<file path="config.mk">
export PLATFORM = sky130hd
export DESIGN_NAME = lcd_host_port
export DESIGN_NICKNAME = d
export VERILOG_FILES = /design/src/lcd_port_pkg.sv /design/src/stream_if.sv /design/src/two_entry_buffer.sv /design/src/lcd_host_port.sv
export SDC_FILE = /design/constraint.sdc
export NUM_CORES = 1
export LEC_CHECK = 0
export ABC_AREA = 1
export BUFFER_PORTS_ARGS = -buffer_cell sky130_fd_sc_hd__buf_2
export CAP_MARGIN = 20
export CORE_MARGIN = 5
export CORE_UTILIZATION = 55
export DETAILED_ROUTE_END_ITERATION = 7
export PLACE_DENSITY = 0.8
export SYNTH_ARGS = -nofsm -noshare
export SYNTH_HDL_FRONTEND = slang
export SYNTH_SLANG_ARGS = --single-unit
</file>
<file path="constraint.sdc">
create_clock -name clk_sys -period 1.9 [get_ports clk_sys]
set_input_delay 0.19 -clock clk_sys [delete_from_list [all_inputs] [get_ports clk_sys]]
set_output_delay 0.19 -clock clk_sys [all_outputs]
set_load 0.02 [all_outputs]
</file>
<file path="src/lcd_port_pkg.sv">
`default_nettype none
package lcd_port_pkg;
   // Pin vector layout after the input synchronisers
   localparam int PIN_W       = 16;
   localparam int PIN_INIT    = 15;
   localparam int PIN_SEL_LOW = 14;
   localparam int PIN_SEL_HI  = 13;
   localparam int PIN_DC      = 12;
   localparam int PIN_PS      = 11;
   localparam int PIN_FAMILY  = 10;
   localparam int PIN_READ    = 9;
   localparam int PIN_WRITE   = 8;
   // Data bus and serial lanes
   localparam int BUS_W       = 8;
   localparam int SCL_BIT     = 6;
   localparam int SI_BIT      = 7;
   localparam int FIFO_W      = BUS_W + 1;
   localparam int DC_BIT      = BUS_W;
   localparam logic [2:0] LAST_BIT = 3'h7;
   // Pin reset and drive values
   localparam logic [PIN_W-1:0] PIN_RESET = 16'h0000;
   localparam logic [BUS_W-1:0] OE_ALL    = 8'hFF;
   localparam logic [BUS_W-1:0] OE_NONE   = 8'h00;
   localparam logic [BUS_W-1:0] BYTE_ZERO = 8'h00;
   localparam logic [2:0]       CNT_ZERO  = 3'h0;
   // Bus styles
   typedef enum logic [1:0] {
      MODE_STROBE = 2'b00,
      MODE_ENABLE = 2'b01,
      MODE_SERIAL = 2'b10
   } busMode_t;
endpackage
`default_nettype wire

</file>
<file path="src/stream_if.sv">
`timescale 1ns/10ps
`default_nettype none
interface stream_if #(parameter int WIDTH = 9);
   logic             valid;
   logic             ready;
   logic [WIDTH-1:0] data;
   modport src (output valid, output data, input ready);
   modport snk (input valid, input data, output ready);
endinterface
`default_nettype wire

</file>
<file path="src/two_entry_buffer.sv">
`timescale 1ns/10ps
`default_nettype none
module two_entry_buffer #(
   parameter int WIDTH = 9
) (
   // Clock and reset
   input  wire logic  clk_sys,
   input  wire logic  arst_n,
   input  wire logic  flush,
   // Streams
   stream_if.snk      inPort,
   stream_if.src      outPort
);
   logic [WIDTH-1:0] head;
   logic [WIDTH-1:0] tail;
   logic             headValid;
   logic             tailValid;
   logic [WIDTH-1:0] next_head;
   logic [WIDTH-1:0] next_tail;
   logic             next_headValid;
   logic             next_tailValid;
   wire              take;
   wire              give;

   // Handshakes; head is the output register
   assign take          = inPort.valid & inPort.ready;
   assign give          = headValid & outPort.ready;
   assign inPort.ready  = ~tailValid;
   assign outPort.valid = headValid;
   assign outPort.data  = head;

   // Pop moves tail up, push fills first free slot
   always_comb
   begin
      next_head      = head;
      next_tail      = tail;
      next_headValid = headValid;
      next_tailValid = tailValid;
      if (give)
      begin
         next_head      = tail;
         next_headValid = tailValid;
         next_tailValid = 1'b0;
      end
      if (take)
      begin
         if (!next_headValid)
         begin
            next_head      = inPort.data;
            next_headValid = 1'b1;
         end
         else
         begin
            next_tail      = inPort.data;
            next_tailValid = 1'b1;
         end
      end
   end

   // Storage
   always_ff @(posedge clk_sys or negedge arst_n)
   begin
      if (!arst_n)
      begin
         head      <= '0;
         tail      <= '0;
         headValid <= 1'b0;
         tailValid <= 1'b0;
      end
      else
      begin
         head      <= next_head;
         tail      <= next_tail;
         headValid <= next_headValid & ~flush;
         tailValid <= next_tailValid & ~flush;
      end
   end
endmodule
`default_nettype wire

</file>
<file path="src/lcd_host_port.sv">
// Contract
// - Transfers only with select low and high
// - Init pin low holds settings initialised
// - Command select high data, low command
// - Strobe mode latches on write rising edge
// - Enable mode direction high read, low write
// - Strobe mode drives bus while read low
// - Enable mode strobe pin frames each transfer
// - Eight-bit bidirectional parallel data bus
// - Serial mode floats six low lines
// - Serial clock line six, data seven
// - Deselected device floats all eight lines
// - Parallel select high parallel, low serial
// - Family select high enable, low strobe
// - Decode data, command, status, display reads
// - Serial mode is write only
`timescale 1ns/10ps
`default_nettype none
module lcd_host_port
   import lcd_port_pkg::*;
(
   // Clock and reset
   input  wire logic              clk_sys,
   input  wire logic              arst_n,
   // Host pins
   input  wire logic              selectLowN,
   input  wire logic              selectHigh,
   input  wire logic              initN,
   input  wire logic              dataCommandSelect,
   input  wire logic              parallelSelect,
   input  wire logic              cpuFamilySelect,
   input  wire logic              readEnable,
   input  wire logic              writeDirection,
   input  wire logic [BUS_W-1:0]  dataIn,
   output var  logic [BUS_W-1:0]  dataOut,
   output var  logic [BUS_W-1:0]  dataOe,
   // Controller write stream
   output var  logic              wrValid,
   output var  logic              wrIsData,
   output var  logic [BUS_W-1:0]  wrData,
   input  wire logic              wrReady,
   // Controller read side
   output var  logic              displayRead,
   output var  logic              statusRead,
   input  wire logic [BUS_W-1:0]  displayByte,
   input  wire logic [BUS_W-1:0]  statusByte,
   // Status
   output var  logic              initActive,
   output var  logic              portBusy
);
   // Chip select decode
   function automatic logic selDecode(input logic lowN, input logic high);
      selDecode = ~lowN & high;
   endfunction

   // Bus style decode
   function automatic busMode_t modeDecode(input logic ps, input logic fam);
      busMode_t m;
      m = MODE_SERIAL;
      case ({ps, fam})
         2'b10:   m = MODE_STROBE;
         2'b11:   m = MODE_ENABLE;
         default: m = MODE_SERIAL;
      endcase
      return m;
   endfunction

   logic [PIN_W-1:0] syncA;
   logic [PIN_W-1:0] syncB;
   logic [PIN_W-1:0] syncC;
   logic [PIN_W-1:0] pinF;
   logic [PIN_W-1:0] pinPrev;
   logic [2:0]       bitCount;
   logic [6:0]       shiftReg;
   wire  [PIN_W-1:0] pinRaw;
   wire  [PIN_W-1:0] agree;
   wire  [PIN_W-1:0] next_pinF;
   wire              initLevel;
   wire              chipSel;
   busMode_t         mode;
   wire              dcNow;
   wire              sclRise;
   wire              siNow;
   wire              wrRise;
   wire              rdFall;
   wire              rdRise;
   wire              eFall;
   wire              pushStrobe;
   wire              pushEnable;
   wire              serialDone;
   wire              readReq;
   wire              pushValid;
   wire [FIFO_W-1:0] pushData;
   wire              driveBus;
   wire [BUS_W-1:0]  next_dataOe;

   stream_if #(.WIDTH(FIFO_W)) inStream ();
   stream_if #(.WIDTH(FIFO_W)) outStream ();

   // Three-stage synchronisers, change taken when stages two and three agree
   assign pinRaw = {initN, selectLowN, selectHigh, dataCommandSelect,
                    parallelSelect, cpuFamilySelect, readEnable,
                    writeDirection, dataIn};
   assign agree     = ~(syncB ^ syncC);
   assign next_pinF = (syncC & agree) | (pinF & ~agree);

   always_ff @(posedge clk_sys or negedge arst_n)
   begin
      if (!arst_n)
      begin
         syncA   <= PIN_RESET;
         syncB   <= PIN_RESET;
         syncC   <= PIN_RESET;
         pinF    <= PIN_RESET;
         pinPrev <= PIN_RESET;
      end
      else
      begin
         syncA   <= pinRaw;
         syncB   <= syncA;
         syncC   <= syncB;
         pinF    <= next_pinF;
         pinPrev <= pinF;
      end
   end

   // Pin decode and edge finding
   // Init stays active one cycle past its release, masking the
   // false strobe edges that follow the synchroniser reset value
   assign initLevel = ~(pinF[PIN_INIT] & pinPrev[PIN_INIT]);
   assign chipSel   = selDecode(pinF[PIN_SEL_LOW], pinF[PIN_SEL_HI]);
   assign mode      = modeDecode(pinF[PIN_PS], pinF[PIN_FAMILY]);
   assign dcNow     = pinF[PIN_DC];
   assign sclRise   = ~pinPrev[SCL_BIT] & pinF[SCL_BIT];
   assign siNow     = pinF[SI_BIT];
   assign wrRise    = ~pinPrev[PIN_WRITE] & pinF[PIN_WRITE];
   assign rdFall    = pinPrev[PIN_READ] & ~pinF[PIN_READ];
   assign rdRise    = ~pinPrev[PIN_READ] & pinF[PIN_READ];
   assign eFall     = rdFall;

   // Transfer decode per bus style
   assign pushStrobe = ~initLevel & chipSel & (mode == MODE_STROBE)
                       & wrRise;
   assign pushEnable = ~initLevel & chipSel & (mode == MODE_ENABLE)
                       & eFall & ~pinF[PIN_WRITE];
   assign serialDone = ~initLevel & chipSel & (mode == MODE_SERIAL)
                       & sclRise & (bitCount == LAST_BIT);
   assign readReq    = ~initLevel & chipSel & (
                       ((mode == MODE_STROBE) & rdFall) |
                       ((mode == MODE_ENABLE) & rdRise
                        & pinF[PIN_WRITE]));

   // Byte into the buffer, command select in the top bit
   assign pushValid = pushStrobe | pushEnable | serialDone;
   assign pushData  = serialDone ? {dcNow, shiftReg, siNow}
                                 : {dcNow, pinF[BUS_W-1:0]};
   assign inStream.valid = pushValid;
   assign inStream.data  = pushData;

   // Bus drive decode, never in serial mode
   assign driveBus = ~initLevel & chipSel & (
                     ((mode == MODE_STROBE) & ~pinF[PIN_READ]) |
                     ((mode == MODE_ENABLE) & pinF[PIN_READ]
                      & pinF[PIN_WRITE]));
   assign next_dataOe = driveBus ? OE_ALL : OE_NONE;

   // Serial shifter, MSB first
   always_ff @(posedge clk_sys or negedge arst_n)
   begin
      if (!arst_n)
      begin
         bitCount <= CNT_ZERO;
         shiftReg <= '0;
      end
      else if (initLevel | ~chipSel | (mode != MODE_SERIAL))
      begin
         bitCount <= CNT_ZERO;
      end
      else if (sclRise)
      begin
         bitCount <= bitCount + 3'h1;
         shiftReg <= {shiftReg[5:0], siNow};
      end
   end

   // Pin outputs and read strobes
   always_ff @(posedge clk_sys or negedge arst_n)
   begin
      if (!arst_n)
      begin
         dataOe      <= OE_NONE;
         dataOut     <= BYTE_ZERO;
         displayRead <= 1'b0;
         statusRead  <= 1'b0;
         initActive  <= 1'b1;
         portBusy    <= 1'b0;
      end
      else
      begin
         dataOe      <= next_dataOe;
         dataOut     <= dcNow ? displayByte : statusByte;
         displayRead <= readReq & dcNow;
         statusRead  <= readReq & ~dcNow;
         initActive  <= initLevel;
         portBusy    <= ~inStream.ready;
      end
   end

   // Two-entry buffer toward the controller, flushed by init
   two_entry_buffer #(.WIDTH(FIFO_W)) u_buffer (
      .clk_sys (clk_sys),
      .arst_n  (arst_n),
      .flush   (initLevel),
      .inPort  (inStream),
      .outPort (outStream)
   );
   assign wrValid         = outStream.valid;
   assign wrIsData        = outStream.data[DC_BIT];
   assign wrData          = outStream.data[BUS_W-1:0];
   assign outStream.ready = wrReady;
endmodule
`default_nettype wire

</file>
==> metrics.md, run 1 <==
| Metric | Value |
|---|---|
| Critical path data arrival time | 1.92 ns |
| CTS buffer count | 9 |
| RSZ-0062 raised after global routing | no |
| Reg-to-reg slack, setup | 0.24 ns |
| Synthesized Nets | 341 |
| Post-CTS setup buffers | 0 |
| Endpoint required time on the critical path | 2.16 ns |
| CP max FO | 19 |
| Filler-free cell count of the finished design | 486 |
| Power density relative to cell area | 956 mW/mm² |
| Part of the power in registers | 0.590 |
| Tightest Hold Check Type | in -> reg |
| Average routed wire per standard cell | 12.4 µm |
| Core Footprint | 0.00683 mm² |
| Highest achievable clock rate | 0.603 GHz |
| Total inserted antenna cells | 0 |
| 1st-pass router iterations | 6 |
| Global placement routability congestion | 0.883 |
| Total of flip-flops plus latches after synthesis | 111 |
| Skew-Pair Late Insertion Delay | 0.35 ns |
| Setup Viol. Count Final | 0 |
| CP Launch Type | flip-flop |
| GRT Util Overall | 0.151 |
| Sink count of the clock tree | 111 |
| Count of nets after finishing | 422 |
| Longest individual stage delay on the worst path | 0.40 ns |
| Maximum level of the CTS H-tree | 3 |
| Synthesized netlist cell count | 304 |
| Clock network fraction of total power | 0.301 |
| Estimated wirelength of the detail-placed design | 4240 µm |
| TritonCTS clock tree | yes |
| Post-cts sizing count | 0 |
| Commonest non-fill, non-tap cells in the layout | dfrtp_1 (110), nand2_1 (73), buf_2 (63) |
| Final hold viol count | 0 |
| Total Die Area | 0.00887 mm² |
| Number of vias per cell | 4.64 |
| Lkg Pwr | 2.34 nW |
| Vias in the first global route | 2299 |
| Number of cell rows | 30 |
| Sw Pwr | 0.00107 W |
| Cell total after placement | 453 |
| Register clock-pin slew on the reported worst setup and hold paths | 0.09 ns |
| Number of port buffers | 64 |
| Post-Place Setup Slack | 0.262 ns |
| Crit-path cells | inv_1 > nor2_4 > nand4_4 > nand2_4 > nand3_4 > o21ai_1 |
| Run status | finished clean |
| Fraction of layout instances using a drive strength above 1 | 0.274 |
| Initial Util | 0.571 |
| Sum of internal, switching and leakage power | 0.00445 W |
| Switching power share of the total | 0.240 |
| Count of fill cells added during filler insertion | 499 |
| Total congestion overflow | 0 |
| Portion of the post-synthesis area used by sequential elements | 0.713 |
| Classification of the worst setup path | reg -> reg |
| Hold-fix buffers, CTS | 17 |
| Routed WL | 6030 µm |
| Vertical die dimension | 94.2 µm |
| Yosys synthesis warning count | 0 |
| Share of the cycle needed by the critical path after routing | 0.873 |
| Leading cell type in the layout, fill and taps excluded | dfrtp_1 |
| Crit end category | flip-flop |
| Part of the power in combinational logic | 0.109 |
| Die W | 94.2 µm |
| Buffers & Inverters on Critical Path | 1 |
| Least-Margin Pin Slew | 0.519 ns |
| Relative slew slack | 0.654 |
| Drt drc | 0 |
| Final number of max-transition violations | 0 |
| Final TNS setup | 0 ns |
| Pin count of the biggest net entering global routing | 41 |
| Max-capacitance violation count | 0 |
| Count of routing violations after the opening detailed-route iteration | 113 |
| Avg Synthesized Cell Area | 12.8 µm² |
| Post-route ant nets | 0 |
| Internal Pwr Total | 0.00338 W |
| IR drop worst, VDD | 0.490 mV |
| Bufs on Longest Clock Path | 2 |
| Crit path max-delay cell type | dfrtp_1 |
| Number of vias after detailed routing | 2253 |
| Global-route wire length before repair | 10400 µm |
| Time the worst path needs with I/O delays and setup | 1.66 ns |
| Root buffer selected by CTS | clkbuf_8 |
| Kind of cell with the highest combined delay on the critical path | simple AND/OR/NAND/NOR gates |
| Top-Level Pins | 65 |
| Final WS setup | 0.242 ns |
| Layout overhead on the synthesized area | 19.4% |
| Netlist area before placement | 0.00390 mm² |
| Final Skew | 0.00770 ns |
| Cell variety after synth | 27 |
| Initial antenna violation count | 0 |
-- Yosys cell counts --
master    instances  area (µm²)
dfstp_2           1        26.3
maj3_1           16         160
nor2_4            2        22.5
inv_1            17        63.8
nand3_4           2        35.0
nor2_2            1        6.26
nand4_4           1        21.3
a21oi_2           1        8.76
mux2_2            9         101
buf_6             2        22.5
ha_1              2        25.0
nor2_1            5        18.8
inv_2             2        7.51
clkbuf_1          3        11.3
nand2_4           1        11.3
dfrtp_1         110        2750
o21ai_0           1        5.00
buf_4             7        52.6
o21ai_1          26         130
nand2_1          73         274
buf_2             2        10.0
o21ai_2           4        35.0
nor2_8            1        20.0
nor3_1            2        10.0
a21oi_1           4        20.0
nand3_1           7        35.0
nand2_2           2        12.5
-- power by group through the flow --
stage	sequential [W]	clock (W)	combinational, W
after floorplan	0.00273	0	0.000208
after global placement	0.00266	0	0.000452
after detailed placement	0.00267	0	0.000467
after CTS	0.00263	0.00138	0.000494
after global routing	0.00265	0.00147	0.000544
final	0.00262	0.00134	0.000486
-- area by class of cell --
| type | count | area (µm²) | area share |
|---|---|---|---|
| Sequential cell | 111 | 2780 | 0.597 |
| Multi-Input combinational cell | 160 | 952 | 0.205 |
| Timing Repair Buffer | 84 | 541 | 0.116 |
| Clock buffer | 13 | 149 | 0.0320 |
| Tap cell | 96 | 120 | 0.0258 |
| Inverter | 19 | 71.3 | 0.0153 |
| Clock inverter | 3 | 42.5 | 0.00914 |
-- kinds of logic after synthesis --
| kind of cell | synth area share |
|---|---|
| AO/OA/AOI/OAI | 0.0510 |
| multiplexers | 0.0260 |
| AND/OR/NAND/NOR | 0.120 |
| flip-flops | 0.713 |
| adder cells (fa/ha/maj) | 0.0475 |
| buffers and inverters | 0.0430 |
-- routing by layer --
metal  wire length (µm)  global-route usage  up-vias
li1                   -                   -     1143
met1               2680               0.199     1068
met2               3020               0.240       36
met3                250              0.0345        6
met4                 81              0.0686        0
met5                  0                   0        -
-- worst register-to-register path, cell delays in order, from the launching register on --
cell and delay (ns):
dfrtp_1 0.40, inv_1 0.09, nor2_4 0.21, nand4_4 0.26
nand2_4 0.18, nand3_4 0.20, o21ai_1 0.24
-- path summary, 6_finish.rpt --
path                                     startpoint                            to  cells past startpoint
worst min register to register  syncA[11]$_DFF_PN0_           syncB[11]$_DFF_PN0_                      0
min in group asynchronous                    arst_n           syncA[11]$_DFF_PN0_                      2
worst min-delay path                  statusByte[3]          dataOut[3]$_DFF_PN0_                      3
max in group asynchronous                    arst_n          initActive$_DFF_PN1_                      3
worst max-delay path                      flip-flop  u_buffer.tail[3]$_DFFE_PN0P_                      6
worst max register to register            flip-flop  u_buffer.tail[3]$_DFFE_PN0P_                      6
-- stage by stage --
| stage | hold slack (ns) | cell area, µm² | util |
|---|---|---|---|
| 2_1_floorplan | -0.106 | 3900 | - |
| 3_3_place_gp | 0.200 | 4290 | 0.628 |
| 3_5_place_dp | 0.204 | 4290 | 0.628 |
| 4_1_cts | 0.00745 | 4650 | 0.681 |
| 5_1_grt | 0.0292 | 4650 | 0.681 |
| 6_report | 0.0266 | 4650 | 0.681 |
(Power assumes the default switching activity.)
==> run 2, diff against run 1 <==
--- a/config.mk
+++ b/config.mk
@@ -6,12 +6,15 @@
 export NUM_CORES = 1
 export LEC_CHECK = 0
 export ABC_AREA = 1
+export ABC_CLOCK_PERIOD_IN_PS = 1900
 export BUFFER_PORTS_ARGS = -buffer_cell sky130_fd_sc_hd__buf_2
 export CAP_MARGIN = 20
 export CORE_MARGIN = 5
 export CORE_UTILIZATION = 55
 export DETAILED_ROUTE_END_ITERATION = 7
+export GPL_TIMING_DRIVEN = 0
 export PLACE_DENSITY = 0.8
+export RECOVER_POWER = 100
 export SYNTH_ARGS = -nofsm -noshare
 export SYNTH_HDL_FRONTEND = slang
 export SYNTH_SLANG_ARGS = --single-unit
==> run 2 against run 1 <==
Sequential share of layout area fell by 0.37 points. Clock skew rose by 0.0026 ns. Power fell by 1.6%. Via count rose by 3.7%.
==> metrics.md, run 2 (synthesis gave the netlist of run 1 again) <==
| Metric | Value |
|---|---|
| Run status | finished clean |
| Lkg Pwr | 2.30 nW (-1.8%) |
| Cell total after placement | 465 (+2.6%) |
| Time the worst path needs with I/O delays and setup | 1.67 ns (+0.0105 ns) |
| Pin count of the biggest net entering global routing | 66 (+61%) |
| Critical path data arrival time | 1.93 ns (about the same) |
| CP max FO | 10 (-9) |
| Leading cell type in the layout, fill and taps excluded | dfrtp_1 |
| Total congestion overflow | 0 (unchanged) |
| Root buffer selected by CTS | clkbuf_8 |
| CTS buffer count | 9 (unchanged) |
| Count of fill cells added during filler insertion | 539 (+8.0%) |
| Least-Margin Pin Slew | 0.814 ns (+0.295 ns) |
| Global placement routability congestion | 0.859 (-2.7%) |
| Core Footprint | 0.00683 mm² (unchanged) |
| Post-cts sizing count | 0 (unchanged) |
| Count of nets after finishing | 434 (+2.8%) |
| Final hold viol count | 0 (unchanged) |
| Final TNS setup | 0 ns (unchanged) |
| Global-route wire length before repair | 10900 µm (+4.8%) |
| Tightest Hold Check Type | in -> reg |
| GRT Util Overall | 0.159 (+0.00740) |
| Register clock-pin slew on the reported worst setup and hold paths | 0.10 ns (about the same) |
| Bufs on Longest Clock Path | 2 (unchanged) |
| Filler-free cell count of the finished design | 498 (+2.5%) |
| Final Hold Slack | 0.0207 ns (-0.00595 ns) |
| Final Skew | 0.0103 ns (+0.00258 ns) |
| Initial Util | 0.571 (unchanged) |
| Longest individual stage delay on the worst path | 0.38 ns (-0.02 ns) |
| IR drop worst, VDD | 0.481 mV (-1.9%) |
| Estimated wirelength of the detail-placed design | 4350 µm (+2.6%) |
| Count of routing violations after the opening detailed-route iteration | 81 (-28%) |
| Classification of the worst setup path | reg -> reg |
| Number of port buffers | 64 (unchanged) |
| Highest achievable clock rate | 0.599 GHz (-0.63%) |
| Buffers & Inverters on Critical Path | 1 (unchanged) |
| Kind of cell with the highest combined delay on the critical path | simple AND/OR/NAND/NOR gates |
| CP Launch Type | flip-flop |
| Vias in the first global route | 2353 (+2.3%) |
| Power density relative to cell area | 934 mW/mm² (-2.2%) |
| Endpoint required time on the critical path | 2.16 ns (about the same) |
| Relative slew slack | 0.457 (-0.197) |
| Crit-path cells | nand2_1 > nor2_8 > nand4_4 > nand2_4 > nand3_4 > buf_6 > o21ai_0 |
| Total inserted antenna cells | 0 (unchanged) |
| Commonest non-fill, non-tap cells in the layout | dfrtp_1 (110), nand2_1 (74), buf_2 (40) |
| Total Die Area | 0.00887 mm² (unchanged) |
| Crit path max-delay cell type | dfrtp_1 |
| Initial antenna violation count | 0 (unchanged) |
| Die W | 94.2 µm (unchanged) |
| Number of cell rows | 30 (unchanged) |
| Number of vias per cell | 4.69 (+1.2%) |
| TritonCTS clock tree | yes |
| Setup Viol. Count Final | 0 (unchanged) |
| Post-route ant nets | 0 (unchanged) |
| Fraction of layout instances using a drive strength above 1 | 0.226 (-0.0480) |
| Crit end category | flip-flop |
| Number of vias after detailed routing | 2337 (+3.7%) |
| 1st-pass router iterations | 5 (-1) |
| Skew-Pair Late Insertion Delay | 0.35 ns (about the same) |
| Final number of max-transition violations | 0 (unchanged) |
| Max-capacitance violation count | 0 (unchanged) |
| Average routed wire per standard cell | 12.8 µm (+2.9%) |
| Sink count of the clock tree | 111 (unchanged) |
| Vertical die dimension | 94.2 µm (unchanged) |
| Drt drc | 0 (unchanged) |
| Share of the cycle needed by the critical path after routing | 0.878 (+0.00550) |
| RSZ-0062 raised after global routing | no |
| Layout overhead on the synthesized area | 20.1% |
| Routed WL | 6360 µm (+5.4%) |
| Top-Level Pins | 65 (unchanged) |
| Maximum level of the CTS H-tree | 3 (unchanged) |
| Fraction of the core area covered by cells at the end of the flow | 0.686 (+0.00421) |
==> run 2: final timing paths <==
| check | from | to | slack [ns] | cells past startpoint |
|---|---|---|---|---|
| min in group asynchronous | arst_n | syncB[8]$_DFF_PN0_ | 0.48 | 2 |
| worst max register to register | flip-flop | u_buffer.outPort.data[4]$_DFF_PN0_ | 0.23 | 7 |
| max in group asynchronous | arst_n | shiftReg[4]$_DFFE_PN0N_ | 0.74 | 3 |
| worst max-delay path | flip-flop | u_buffer.outPort.data[4]$_DFF_PN0_ | 0.23 | 7 |
| worst min register to register | syncA[2]$_DFF_PN0_ | syncB[2]$_DFF_PN0_ | 0.35 | 0 |
| worst min-delay path | statusByte[6] | dataOut[6]$_DFF_PN0_ | 0.02 | 3 |
==> run 2: worst register-to-register path, stage by stage, from the launching register on <==
cell     delay (ns)
dfrtp_1        0.38
nand2_1        0.20
nor2_8         0.19
nand4_4        0.15
nand2_4        0.15
nand3_4        0.13
buf_6          0.18
o21ai_0        0.21
==> run 2: metal layers <==
layer,part of all wire,track usage,vias to the layer above
met5,0,0,-
met4,0.034,0.0854,0
met3,0.044,0.0321,16
met2,0.48,0.247,51
met1,0.44,0.210,1113
li1,-,-,1157
==> run 2: metrics by stage <==
stage          power [W]  setup WS (ns)  area, µm²
2_1_floorplan    0.00293          0.408       3900
3_3_place_gp     0.00311         -0.530       4340
3_5_place_dp     0.00314          0.254       4370
4_1_cts          0.00445          0.240       4720
5_1_grt          0.00460         0.0713       4680
6_report         0.00438          0.231       4680
==> run 2: cell type report <==
cell class / count / area, µm² / share of cell area
multi-input cells: 160 / 941 / 0.201
clock inverters: 4 / 30.0 / 0.00641
repair buffers: 82 / 490 / 0.105
flip-flops and latches: 111 / 2780 / 0.593
well taps: 96 / 120 / 0.0256
inverters: 19 / 71.3 / 0.0152
plain buffers: 14 / 96.3 / 0.0206
clock buffers: 12 / 155 / 0.0331
==> run 2: what timing repair did <==
item / 4_1_cts / 5_1_grt
endpoints found under the hold margin: 79 / 0
setup buffers: 0 / 0
hold buffers: 17 / 0
==> run 2: power breakdown <==
part	switching [W]	total (W)	internal, W
Sequential	0.0000857	0.00262	0.00253
Clock	0.000730	0.00128	0.000552
Combinational	0.000290	0.000476	0.000187
Total	0.00111	0.00438	0.00327
==> run 3, diff against run 2 <==
--- a/config.mk
+++ b/config.mk
@@ -6,15 +6,16 @@
 export NUM_CORES = 1
 export LEC_CHECK = 0
 export ABC_AREA = 1
-export ABC_CLOCK_PERIOD_IN_PS = 1900
+export ABC_CLOCK_PERIOD_IN_PS = 1500
 export BUFFER_PORTS_ARGS = -buffer_cell sky130_fd_sc_hd__buf_2
 export CAP_MARGIN = 20
 export CORE_MARGIN = 5
-export CORE_UTILIZATION = 55
+export CORE_UTILIZATION = 50
 export DETAILED_ROUTE_END_ITERATION = 7
 export GPL_TIMING_DRIVEN = 0
-export PLACE_DENSITY = 0.8
+export PLACE_DENSITY = 0.77
 export RECOVER_POWER = 100
+export SETUP_SLACK_MARGIN = 0.15
 export SYNTH_ARGS = -nofsm -noshare
 export SYNTH_HDL_FRONTEND = slang
 export SYNTH_SLANG_ARGS = --single-unit
==> constraint.sdc (replaced) <==
create_clock -name clk_sys -period 1.5 [get_ports clk_sys]
set_input_delay 0.15 -clock clk_sys [delete_from_list [all_inputs] [get_ports clk_sys]]
set_output_delay 0.15 -clock clk_sys [all_outputs]
set_load 0.02 [all_outputs]
==> run 3 against run 2 <==
The flow now finishes with violations (setup timing). Sequential share of layout area down 5.4 points. Non-clock buffer count up 31. Combinational power up 55%. Sequential cell count unchanged. Sequential power up 27%. Final cell count up 7.4%. Clock power up 28%. Cell area up 10%. Via count up 9.3%. Worst setup slack worse by 0.27 ns. Power up 30%. Maximum frequency up 8.4%. Critical path type unchanged.
==> metrics.md, run 3 (synthesis gave the netlist of run 1 again) <==
| Metric | Value |
|---|---|
| Fraction of layout instances using a drive strength above 1 | 0.379 (+0.152) |
| Final number of max-transition violations | 0 (unchanged) |
| Post-route ant nets | 0 (unchanged) |
| Endpoint required time on the critical path | 1.80 ns (-0.36 ns) |
| Count of routing violations after the opening detailed-route iteration | 108 (+33%) |
| Critical path data arrival time | 1.84 ns (-0.09 ns) |
| Total congestion overflow | 0 (unchanged) |
| TritonCTS clock tree | yes |
| CP Launch Type | flip-flop |
| Maximum level of the CTS H-tree | 3 (unchanged) |
| Total Die Area | 0.00966 mm² (+8.9%) |
| Final WS setup | -0.0402 ns (-0.271 ns) |
| Classification of the worst setup path | reg -> reg |
| IR drop worst, VDD | 0.712 mV (+48%) |
| Least-Margin Pin Slew | 0.908 ns (+0.0939 ns) |
| Switching power share of the total | 0.272 (+0.0192) |
| Filler-free cell count of the finished design | 535 (+7.4%) |
| Relative slew slack | 0.395 (-0.0626) |
| Cell count of the worst hold path | 4 (+1) |
| Final Skew | 0.0135 ns (+0.00323 ns) |
| Top-Level Pins | 65 (unchanged) |
| Sink count of the clock tree | 111 (unchanged) |
| Max-capacitance violation count | 0 (unchanged) |
| Average routed wire per standard cell | 14.0 µm (+9.6%) |
| Highest achievable clock rate | 0.649 GHz (+8.4%) |
| Part of the power in combinational logic | 0.130 (+0.021) |
| Power density relative to cell area | 1110 mW/mm² (+18%) |
| Final hold viol count | 0 (unchanged) |
| Die W | 98.3 µm (+4.4%) |
| Setup Viol. Count Final | 19 (+19) |
| Total inserted antenna cells | 0 (unchanged) |
| Number of port buffers | 64 (unchanged) |
| Clock network fraction of total power | 0.287 (-0.006) |
| Global placement routability congestion | 0.764 (-11%) |
| Run status | finished, violations left |
| Vertical die dimension | 98.3 µm (+4.4%) |
| Reg-to-reg slack, setup | -0.04 ns (-0.27 ns) |
| Register clock-pin slew on the reported worst setup and hold paths | 0.10 ns (about the same) |
| Count of nets after finishing | 465 (+7.1%) |
| Initial antenna violation count | 0 (unchanged) |
| Number of cell rows | 32 (+6.7%) |
| Leading cell type in the layout, fill and taps excluded | dfrtp_1 |
| Vias in the first global route | 2580 (+9.6%) |
| Drt drc | 0 (unchanged) |
| Hold wc startpoint | wrReady |
| Routed WL | 7490 µm (+18%) |
| 1st-pass router iterations | 4 (-1) |
| Time the worst path needs with I/O delays and setup | 1.54 ns (-0.129 ns) |
| Internal Pwr Total | 0.00416 W (+27%) |
| Endpoint of the most critical register-to-register path | u_buffer.outPort.data[6]$_DFF_PN0_ |
| FF-to-FF Start | bitCount[0]$_DFFE_PN0P_ |
| Critical Path Start | bitCount[0]$_DFFE_PN0P_ |
| Capture endpoint of the worst hold path | u_buffer.outPort.valid$_DFF_PN0_ |
| Tightest Hold Check Type | in -> reg |
| Core Footprint | 0.00765 mm² (+12%) |
| Commonest non-fill, non-tap cells in the layout | dfrtp_1 (108), buf_2 (63), nand2_1 (60) |
| Initial Util | 0.510 (-0.0609) |
| Estimated wirelength of the detail-placed design | 4330 µm (-0.47%) |
| Cell total after placement | 471 (+1.3%) |
| CTS buffer count | 9 (unchanged) |
| Number of vias after detailed routing | 2554 (+9.3%) |
| Share of the cycle needed by the critical path after routing | 1.03 (+0.148) |
| Violated checks | setup timing |
| Final TNS setup | -0.441 ns (-0.441 ns) |
| Part of the power in registers | 0.583 (-0.015) |
| Global-route wire length before repair | 11900 µm (+8.6%) |
| GRT Util Overall | 0.155 (-0.00410) |
| Bufs on Longest Clock Path | 2 (unchanged) |
| Skew-Pair Late Insertion Delay | 0.37 ns (+0.02 ns) |
| RSZ-0062 raised after global routing | yes |
| Layout overhead on the synthesized area | 32.3% |
| Number of vias per cell | 4.77 (+1.7%) |
| Root buffer selected by CTS | clkbuf_8 |
| Lkg Pwr | 2.56 nW (+12%) |
| Number of cell instances on the worst register-to-register path | 7 (unchanged) |
| Sw Pwr | 0.00155 W (+40%) |
| Crit end category | flip-flop |
| CP max FO | 10 (unchanged) |
| Pin count of the biggest net entering global routing | 70 (+6.1%) |
==> run 3: cell types whose count changed in the layout (fill, tap and decap cells not counted), sizes merged <==
cell         change
buf             +45
clkbuf          -33
clkinvlp         -1
dlygate4sd3     +16
inv              +4
==> run 3: final cells by class <==
class	instances	area, µm²
plain buffers	14	114
clock buffers	9	124
clock inverters	7	53.8
fillers	549	2490
inverters	19	73.8
multi-input cells	160	1070
flip-flops and latches	111	2780
well taps	102	128
repair buffers	113	813
==> run 3: per-layer routing <==
| metal | share of wire | wire length (µm) | global-route usage | vias up |
|---|---|---|---|---|
| met5 | 0 | 0 | 0 | - |
| met4 | 0.039 | 290 | 0.0882 | 0 |
| met1 | 0.41 | 3040 | 0.196 | 1253 |
| met3 | 0.042 | 316 | 0.0350 | 21 |
| met2 | 0.51 | 3850 | 0.245 | 56 |
| li1 | - | - | - | 1224 |
==> run 3: timing repair <==
action	in CTS	in global routing
hold buffers	33	0
gates resized for setup	10	31
pin swaps	4	4
buffers inserted	10	5
hold endpoints to repair	91	0
endpoints found under the setup margin	29	46
==> run 3: through the flow <==
step	area [µm²]	util	setup WS, ns	hold slack, ns	power (W)
after CTS	5020	0.656	0.0152	0.264	0.00570
after floorplan	3920	-	0.123	-0.146	0.00372
after detailed placement	4390	0.575	-0.135	0.259	0.00399
after global routing	5160	0.674	-0.127	0.324	0.00597
after global placement	4370	0.572	-0.906	0.258	0.00395
final	5160	0.674	-0.0402	0.270	0.00571
==> run 3: worst max-delay path by stage <==
stage                                               to  cells after the start  slack (ns)
finish              u_buffer.outPort.data[6]$_DFF_PN0_                      7       -0.04
global route        u_buffer.outPort.data[6]$_DFF_PN0_                      6       -0.13
CTS                 u_buffer.outPort.data[8]$_DFF_PN0_                      8        0.02
detailed placement  u_buffer.outPort.data[2]$_DFF_PN0_                      8       -0.13
global placement                  dataOut[3]$_DFF_PN0_                      1       -0.91
floorplan                 u_buffer.tail[0]$_DFFE_PN0P_                      6        0.12
==> run 3: critical path, stage by stage, from the launching register on <==
cell	delay, ns
dfrtp_1	0.41
ha_2	0.23
ha_4	0.14
nand4_4	0.13
nand2_4	0.13
nand3_4	0.12
buf_8	0.18
o21ai_1	0.13
==> run 3: power by group through the flow <==
stage | Sequential, W | Clock, W | Combinational (W)
3_3_place_gp | 0.00337 | 0 | 0.000577
2_1_floorplan | 0.00345 | 0 | 0.000266
3_5_place_dp | 0.00338 | 0 | 0.000606
4_1_cts | 0.00332 | 0.00168 | 0.000695
6_report | 0.00333 | 0.00164 | 0.000740
5_1_grt | 0.00336 | 0.00180 | 0.000816
